`config.mk`:
```
export PLATFORM = sky130hd
export DESIGN_NAME = dspr_regs
export DESIGN_NICKNAME = d
export VERILOG_FILES = /design/src/rtl/dspr_regs.v
export VERILOG_INCLUDE_DIRS = /design/src /design/src/rtl
export SDC_FILE = /design/constraint.sdc
export NUM_CORES = 1
export LEC_CHECK = 0
export BUFFER_PORTS_ARGS = -buffer_cell sky130_fd_sc_hd__buf_4
export CAP_MARGIN = 40
export CORE_MARGIN = 5
export CORE_UTILIZATION = 54
export DETAILED_ROUTE_END_ITERATION = 8
export GPL_TIMING_DRIVEN = 0
export PLACE_DENSITY = 0.85
export SLEW_MARGIN = 10
export SYNTH_ARGS = -nofsm -noshare
export SYNTH_HDL_FRONTEND = slang
export SYNTH_SLANG_ARGS = --single-unit
```
`constraint.sdc`:
```
create_clock -name mclk -period 3.55 [get_ports mclk]
set_clock_uncertainty 0.05 [all_clocks]
set_input_delay 0.5325 -clock mclk [delete_from_list [all_inputs] [get_ports mclk]]
set_output_delay 0.5325 -clock mclk [all_outputs]
set_load 0.05 [all_outputs]
```
`src/rtl/dspr_consts.vh`:
```
`ifndef DSPR_CONSTS_VH
`define DSPR_CONSTS_VH

// ========================================
// Register byte offsets
`define DSPR_OFS_PRIO       6'h00
`define DSPR_OFS_RDPAGE     6'h04
`define DSPR_OFS_WRPAGE     6'h08
`define DSPR_OFS_MODCTL     6'h0C
`define DSPR_OFS_IRQSTAT    6'h10
`define DSPR_OFS_IRQMASK    6'h14
`define DSPR_OFS_GRANT      6'h18

// ========================================
// Field widths and positions
`define DSPR_RDPAGE_W       10
`define DSPR_WRPAGE_W       9
`define DSPR_MOD_XEN_BIT    15
`define DSPR_MOD_YEN_BIT    14
`define DSPR_MOD_BREV_HI    11
`define DSPR_MOD_BREV_LO    8
`define DSPR_MOD_YSEL_HI    7
`define DSPR_MOD_YSEL_LO    4
`define DSPR_MOD_XSEL_HI    3
`define DSPR_MOD_XSEL_LO    0
`define DSPR_MOD_MASK       16'hCFFF
`define DSPR_BREV_OFF       4'hF
`define DSPR_IRQ_RDTRAP     0
`define DSPR_IRQ_WRTRAP     1

// ========================================
// Reset values
`define DSPR_RST_PRIO       16'h0000
`define DSPR_RST_RDPAGE     10'h001
`define DSPR_RST_WRPAGE     9'h001
`define DSPR_RST_MODCTL     16'h0000
`define DSPR_RST_IRQ        2'h0

`endif

```
`src/rtl/dspr_regs.v`:
```
`timescale 1ns/1ps
`include "dspr_consts.vh"

module dspr_regs
(
    input  wire        mclk,          // Core clock, 200 MHz
    input  wire        rstn,          // Asynchronous reset, active low
    input  wire        ce,            // Clock enable, freezes all state when low
    input  wire        wb_cyc_i,      // Wishbone cycle
    input  wire        wb_stb_i,      // Wishbone strobe
    input  wire        wb_we_i,       // Wishbone write enable
    input  wire [5:0]  wb_adr_i,      // Wishbone byte address
    input  wire [3:0]  wb_sel_i,      // Wishbone byte lanes
    input  wire [31:0] wb_dat_i,      // Wishbone write data
    output wire [31:0] wb_dat_o,      // Wishbone read data
    output wire        wb_ack_o,      // Wishbone acknowledge
    input  wire [4:0]  masterReq,     // Requests: 0 core, 1..3 masters, 4 debugger
    output wire [4:0]  masterGnt,     // One-hot grant
    input  wire        pageRdReq,     // Read access into paged window
    input  wire        pageWrReq,     // Write access into paged window
    output wire        addrErrTrap,   // Address error trap pulse
    output wire [9:0]  readPage,      // Read page pointer in force
    output wire [8:0]  writePage,     // Write page pointer in force
    output wire        xModuloEnable, // X modulo addressing enable
    output wire        yModuloEnable, // Y modulo addressing enable
    output wire [3:0]  bitrevPointerSelect, // Bit-reverse pointer select
    output wire        bitrevActive,  // Bit-reverse addressing selected
    output wire [3:0]  yModuloPointerSelect, // Y modulo pointer select
    output wire [3:0]  xModuloPointerSelect, // X modulo pointer select
    output wire        irq            // Level interrupt
);

    // ========================================
    // Register state
    reg [15:0] prio_r;
    reg [9:0]  rdPage_r;
    reg [8:0]  wrPage_r;
    reg [15:0] modCtl_r;
    reg [1:0]  irqStat_r;
    reg [1:0]  irqMask_r;
    reg [31:0] rdData_r;
    reg        ack_r;
    reg [4:0]  gnt_r;
    reg [4:0]  gnt_nxt;
    reg        trap_r;
    reg        irq_r;
    reg        brevAct_r;

    // Bus request decode
    wire       busReq = wb_cyc_i & wb_stb_i & ~ack_r;
    wire       wrEn   = busReq & wb_we_i;
    wire [15:0] laneMask = {{8{wb_sel_i[1]}}, {8{wb_sel_i[0]}}};

    // Merge a 16-bit write through the byte lanes
    function [15:0] lane_merge;
        input [15:0] oldVal;
        input [15:0] newVal;
        input [15:0] mask;
        begin
            lane_merge = (oldVal & ~mask) | (newVal & mask);
        end
    endfunction

    // Read multiplexer; unused upper bits and unmapped slots read zero
    function [31:0] read_word;
        input [5:0] adr;
        begin
            read_word = 32'h0000_0000;
            case ({adr[5:2], 2'b00})
                `DSPR_OFS_PRIO:    read_word = {16'h0000, prio_r};
                `DSPR_OFS_RDPAGE:  read_word = {22'h0, rdPage_r};
                `DSPR_OFS_WRPAGE:  read_word = {23'h0, wrPage_r};
                `DSPR_OFS_MODCTL:  read_word = {16'h0000, modCtl_r};
                `DSPR_OFS_IRQSTAT: read_word = {30'h0, irqStat_r};
                `DSPR_OFS_IRQMASK: read_word = {30'h0, irqMask_r};
                `DSPR_OFS_GRANT:   read_word = {27'h0, gnt_r};
                default:           read_word = 32'h0000_0000; // Unmapped reads zero
            endcase
        end
    endfunction

    // Address match, used by every register write
    function hit;
        input [5:0] adr;
        input [5:0] ofs;
        begin
            hit = (adr[5:2] == ofs[5:2]);
        end
    endfunction

    wire [15:0] prioNew  = lane_merge(prio_r, wb_dat_i[15:0], laneMask);
    wire [15:0] rdPgNew  = lane_merge({6'h00, rdPage_r}, wb_dat_i[15:0], laneMask);
    wire [15:0] wrPgNew  = lane_merge({7'h00, wrPage_r}, wb_dat_i[15:0], laneMask);
    wire [15:0] modNew   = lane_merge(modCtl_r, wb_dat_i[15:0], laneMask) & `DSPR_MOD_MASK;

    // ========================================
    // Software registers
    always @(posedge mclk or negedge rstn)
    begin
        if (!rstn)
        begin
            prio_r   <= `DSPR_RST_PRIO;
            rdPage_r <= `DSPR_RST_RDPAGE;
            wrPage_r <= `DSPR_RST_WRPAGE;
            modCtl_r <= `DSPR_RST_MODCTL;
            irqMask_r <= `DSPR_RST_IRQ;
        end
        else if (ce && wrEn)
        begin
            if (hit(wb_adr_i, `DSPR_OFS_PRIO))
                prio_r <= prioNew;
            if (hit(wb_adr_i, `DSPR_OFS_RDPAGE))
                rdPage_r <= rdPgNew[`DSPR_RDPAGE_W-1:0];
            if (hit(wb_adr_i, `DSPR_OFS_WRPAGE))
                wrPage_r <= wrPgNew[`DSPR_WRPAGE_W-1:0];
            if (hit(wb_adr_i, `DSPR_OFS_MODCTL))
                modCtl_r <= modNew;
            if (hit(wb_adr_i, `DSPR_OFS_IRQMASK) && wb_sel_i[0])
                irqMask_r <= wb_dat_i[1:0];
        end
    end

    // ========================================
    // Bus answer: ack one cycle after the request, then dropped
    always @(posedge mclk or negedge rstn)
    begin
        if (!rstn)
        begin
            ack_r    <= 1'b0;
            rdData_r <= 32'h0000_0000;
        end
        else if (ce)
        begin
            ack_r <= busReq;
            if (busReq && !wb_we_i)
            begin
                rdData_r <= read_word(wb_adr_i);
            end
        end
    end

    // ========================================
    // Grant selection; bits 1..3 of priority raise masters one..three above the core
    wire [3:1] raised = prio_r[3:1];
    wire       holdGnt = |(gnt_r & masterReq);

    always @*
    begin
        gnt_nxt = 5'h00;
        if (holdGnt)
            gnt_nxt = gnt_r; // Granted access keeps running under new priority
        else if (masterReq[1] && raised[1])
            gnt_nxt = 5'h02;
        else if (masterReq[2] && raised[2])
            gnt_nxt = 5'h04;
        else if (masterReq[3] && raised[3])
            gnt_nxt = 5'h08;
        else if (masterReq[0])
            gnt_nxt = 5'h01; // Core ahead of every unraised master
        else if (masterReq[1])
            gnt_nxt = 5'h02;
        else if (masterReq[2])
            gnt_nxt = 5'h04;
        else if (masterReq[3])
            gnt_nxt = 5'h08;
        else if (masterReq[4])
            gnt_nxt = 5'h10; // Debugger always last
    end

    // Grant register, a fresh request sees the priority as last written
    always @(posedge mclk or negedge rstn)
    begin
        if (!rstn)
            gnt_r <= 5'h00;
        else if (ce)
            gnt_r <= gnt_nxt;
    end

    // ========================================
    // Page zero traps, checked against pointers in force at access start
    wire rdTrap = pageRdReq && (rdPage_r == {`DSPR_RDPAGE_W{1'b0}});
    wire wrTrap = pageWrReq && (wrPage_r == {`DSPR_WRPAGE_W{1'b0}});
    wire [1:0] trapEv = {wrTrap, rdTrap};
    wire [1:0] clrBits = (wrEn && hit(wb_adr_i, `DSPR_OFS_IRQSTAT) && wb_sel_i[0]) ?
                         wb_dat_i[1:0] : 2'h0;

    // Next status per event bit; the event beats a clear in the same cycle
    wire [1:0] statNxt;
    genvar sb;
    generate
        for (sb = 0; sb < 2; sb = sb + 1)
        begin : g_stat
            assign statNxt[sb] = trapEv[sb] | (irqStat_r[sb] & ~clrBits[sb]);
        end
    endgenerate

    // Sticky status, trap pulse and level interrupt
    always @(posedge mclk or negedge rstn)
    begin
        if (!rstn)
        begin
            irqStat_r <= `DSPR_RST_IRQ;
            trap_r    <= 1'b0;
            irq_r     <= 1'b0;
        end
        else if (ce)
        begin
            irqStat_r <= statNxt;
            trap_r    <= rdTrap | wrTrap;
            irq_r     <= |(statNxt & irqMask_r);
        end
    end

    // ========================================
    // Bit-reverse enable decode, all ones means off
    always @(posedge mclk or negedge rstn)
    begin
        if (!rstn)
            brevAct_r <= 1'b0;
        else if (ce)
            brevAct_r <= (modCtl_r[`DSPR_MOD_BREV_HI:`DSPR_MOD_BREV_LO] != `DSPR_BREV_OFF);
    end

    // ========================================
    // Operating notes
    // Bus timing
    //   A request is taken on the first edge with cycle and strobe
    //   high, acknowledge low and the clock enable high.
    //   Acknowledge rises on that edge and falls on the next one.
    //   Writes land on the taking edge, the same edge on which
    //   acknowledge rises; a read word is captured there too.
    //   Masking busReq with ack_r stops a held request from
    //   landing twice while the master has not yet let go.
    //   Read data holds until the next read, so a slow master
    //   may still pick it up after acknowledge has gone.
    //   Only byte lanes 0 and 1 matter; no register is wider than 16 bits.
    //   Lanes 2 and 3 are ignored rather than refused.
    // Unmapped slots
    //   They answer like any register, read zero and drop writes.
    //   A stray access therefore never stalls the bus.
    // Clock enable
    //   While it is low nothing moves, acknowledge included.
    //   A master that waits for acknowledge simply waits longer.
    //   Trap requests seen during that time are not counted.
    // Page pointers
    //   Both reset to page one so that early paged accesses work
    //   without software set-up.
    //   Unimplemented upper bits are dropped on write and read zero.
    //   A pointer written on an edge is used from the next edge on;
    //   an access sampled on the writing edge still sees the old one.
    // Page zero traps
    //   The trap is a one-cycle pulse per trapping access cycle.
    //   A request held for several cycles keeps the trap high for that many cycles.
    //   The read and write checks are independent; both may fire
    //   in one cycle and then set both status bits.
    //   Status bits stay set until software writes a one to them.
    //   A trap in the clearing cycle leaves its bit set, so no
    //   event can be lost between reading and clearing status.
    // Interrupt
    //   The level output follows status on the same edge and mask one edge late.
    //   Changing the mask shows on the edge after the mask write.
    //   The line stays high while any unmasked bit is set.
    // Arbiter
    //   Grants are registered and one-hot, or zero when idle.
    //   A grant stands while its request stays high, whatever
    //   priority value is written meanwhile.
    //   When the request drops a new winner is picked on that edge.
    //   Priority bits 1 to 3 raise masters one to three above the
    //   core; the remaining bits are stored but steer nothing.
    //   Raised masters keep their fixed order among themselves, as
    //   do those left below the core.
    //   The debugger master can never be raised and comes last.
    //   A long holder can starve the others; that is the price of
    //   never cutting an access that has been granted.
    // Addressing control
    //   Bits 13 and 12 are unimplemented and read zero.
    //   The field outputs are wired straight from the register
    //   flops, so they change on the write edge.
    //   The bit-reverse active flag is registered from the select
    //   field and so trails a write by one cycle.
    //   The all-ones select code means bit-reversed addressing off.
    //   The modulo selects are passed on without any decoding here.
    // Reset
    //   The reset is asynchronous; all flops take constants only.
    //   Release should come well clear of an edge, as usual.
    // Limitations
    //   No parity or protection on the register bus.
    //   No error response; every access is acknowledged.

    // ========================================
    // Outputs, all taken from flip-flops
    assign wb_dat_o             = rdData_r;
    assign wb_ack_o             = ack_r;
    assign masterGnt            = gnt_r;
    assign addrErrTrap          = trap_r;
    assign readPage             = rdPage_r;
    assign writePage            = wrPage_r;
    assign xModuloEnable        = modCtl_r[`DSPR_MOD_XEN_BIT];
    assign yModuloEnable        = modCtl_r[`DSPR_MOD_YEN_BIT];
    assign bitrevPointerSelect  = modCtl_r[`DSPR_MOD_BREV_HI:`DSPR_MOD_BREV_LO];
    assign bitrevActive         = brevAct_r;
    assign yModuloPointerSelect = modCtl_r[`DSPR_MOD_YSEL_HI:`DSPR_MOD_YSEL_LO];
    assign xModuloPointerSelect = modCtl_r[`DSPR_MOD_XSEL_HI:`DSPR_MOD_XSEL_LO];
    assign irq                  = irq_r;

endmodule // dspr_regs

```
==> impl_metrics.csv <==
group,metric,value,unit
run_status,outcome,"finished, final reports clean",
clock_tree,cts_resized,0,
placement,dp.final_hpwl,7.67,mm
cells_and_area,n_antenna_cell,0,
synth,syn_inst,311,
global_route,grt_pass1_vias,3049,
setup_path,crit_required,3740,ps
hold_path,hp-class,"input port to async pin",
clock_tree,cts.reportedPaths.clkPinSlew,80,ps
synth,ys_seq_area_share,50.7,%
setup_path,critPathArrivalTime,2070,ps
sta,fin_setup_tns,0,ps
clock_tree,cts.sink_count,78,
synth,ys.flop_type,"dfrtp_1",
sta,worstMarginPinSlew,855,ps
sta,rsz0062_at_grt,"no",
setup_path,cp_slowest_cell,"nor2_1",
sta,fin_hold_ws,84.1,ps
sta,max_freq,532,MHz
cells_and_area,final_core_util,72.8,%
die,dieHeight,94.5,um
setup_path,worst-path-max-fanout,10,
clock_tree,clk_latency,360,ps
synth,avgSynthCellArea,12.4,sq um
global_route,grt_max_degree,42,
drt,detail_route.vias_per_cell,5.70,
cells_and_area,drive_gt1_share,48.4,%
sta,fin_ws,1670,ps
pwr,powerDensity,457,nW/um^2
synth,synth-seq-cells,78,
setup_path,cp-end-kind,"flop",
job,drv_cap,0,
drt,vias,3023,
drt,wl_per_cell,19.2,um
setup_path,r2r_start,"wb_ack_o$_DFFE_PN0P_",
die,start_util,56.1,%
placement,portBuffers,90,
clock_tree,ctsRootBufferMaster,"clkbuf_8",
clock_tree,numCtsBuffers,9,
cells_and_area,final_cell_mix,"buf_4 (111), dfrtp_1 (76), mux2_2 (54)",
pwr,p_leak,2.44,nW
placement,gp_congestion,0.867,
synth,synth.distinct_cells,51,
die,pin_count,129,
global_route,grt_pass1_wl,16.0,mm
clock_tree,clockBufferDepth,2,
clock_tree,cts_tree,"built",
pwr,fin_total_pwr,0.00228,W
setup_path,r2r_cells,4,
sta,slew_violations,0,
drt,drtIter0Drc,172,
global_route,antenna_found_initial,0,
clock_tree,post_cts_buffers,0,
setup_path,crit_chain,"buf_4 > buf_4 > nor2_1 > nand2_2 > nor2_4 > mux2_2",
synth,synthArstFlopShare,100,%
drt,drtAntennaViolNets,0,
sta,finalSetupViolations,0,
pwr,vdd_drop_max,0.000385,V
sta,finalHoldViolations,0,
sta,relSlewSlack,42.2,%
sta,fin_crit_sh,52.9,%
die,row_count,30,
cells_and_area,final_common_cell,"buf_4",
clock_tree,cts_hold_buf,0,
die,fp.dieW,94.5,um
drt,routed_wl,10.2,mm
synth,synth_edf_count,0,
die,coreArea,6870,sq um
global_route,grt_usage,23.9,%
setup_path,crit_type,"input port to flop",
synth,yosysWarnings,0,
sta,finalCriticalPeriod,1880,ps
placement,pre_cts_slack,1310,ps
setup_path,path_common_cell,"buf_4",
cells_and_area,syn2layout_area_growth,29.6,%
setup_path,regToRegSetupSlack,1720,ps
drt,dr.pass1.iters,5,
drt,drc,0,
setup_path,start_kind,"input port",
synth,syn_area,3860,sq um
die,fp.dieArea,8930,sq um
clock_tree,htreeDepth,3,
setup_path,slowest_delay,390,ps
cells_and_area,fin_nets,484,
global_route,gr-total-overflow,0,
worst max path at each step:
stage	from	end	cells past startpoint	slack, ps
after floorplan	wb_ack_o$_DFFE_PN0P_	flop	4	1660
after global placement	wb_adr_i[2]	wb_dat_o[3]$_DFFE_PN0P_	5	1250
after detailed placement	wb_adr_i[3]	flop	6	1310
after CTS	wb_adr_i[3]	flop	6	1680
after global routing	wb_adr_i[3]	flop	6	1580
final	wb_adr_i[3]	flop	6	1670
Yosys cell counts, types with 2 or more instances:
cell	instances	area share (%)
dfrtp_1	76	49
mux2_2	54	16
nand2_1	24	2.3
buf_4	20	3.9
a22o_1	18	4.1
o21ai_0	13	1.7
a22oi_1	10	1.9
nor2_1	9	0.88
nor2_4	7	2.0
buf_2	5	0.65
inv_1	5	0.49
nand3_1	5	0.65
nand3b_1	5	0.97
a222oi_1	4	1.0
a211o_1	3	0.68
a21oi_1	3	0.39
nand4_1	3	0.49
nor4_1	3	0.49
o211ai_1	3	0.58
buf_6	2	0.58
clkbuf_1	2	0.19
dfstp_2	2	1.4
mux2i_1	2	0.52
nor3_1	2	0.26
nor4_2	2	0.65
nor4b_1	2	0.45
nor4bb_1	2	0.52
or2_2	2	0.32
cell type report:
| class | count | area [sq um] |
|---|---|---|
| Tap cell | 96 | 120 |
| Timing Repair Buffer | 92 | 703 |
| Sequential cell | 78 | 1950 |
| Clock buffer | 10 | 128 |
| Buffer | 29 | 205 |
| Inverter | 5 | 18.8 |
| Multi-Input combinational cell | 214 | 1730 |
| Clock inverter | 6 | 134 |
| Fill cell | 481 | 1870 |
power breakdown:
part           total [W]  internal [W]  switching [W]
combinational   0.000431      0.000144       0.000287
sequential      0.000978      0.000932      0.0000459
clock           0.000872      0.000538       0.000333
critical path: cells and delay by family:
family                 cells  cell delay [ps]
muxes                      1              380
and+or+nand+nor            3              840
buffers and inverters      2              310
cell families (layout without fill, tap and decap cells):
logic type	after synthesis	count (layout)	synth area share (%)
simple gates	79	79	13.9
buf+inv	34	142	5.81
flops	78	78	50.7
other cells	1	16	0.0972
compound gates	61	61	12.3
mux	58	58	17.2
routing by layer:
layer | vias up | share of wire, % | GRT usage, %
met5 | - | 0 | 0
met4 | 0 | 2.1 | 8.77
met3 | 24 | 8.8 | 6.77
met2 | 146 | 48 | 38.1
met1 | 1476 | 41 | 31.3
li1 | 1377 | - | -
per-stage QoR:
stage,instances,area (sq um)
5_1_grt,530,5000
2_1_floorplan,326,3910
3_3_place_gp,512,4710
3_5_place_dp,514,4740
4_1_cts,530,5000
6_report,530,5000
Note: power is estimated with default switching activity, not from simulation.
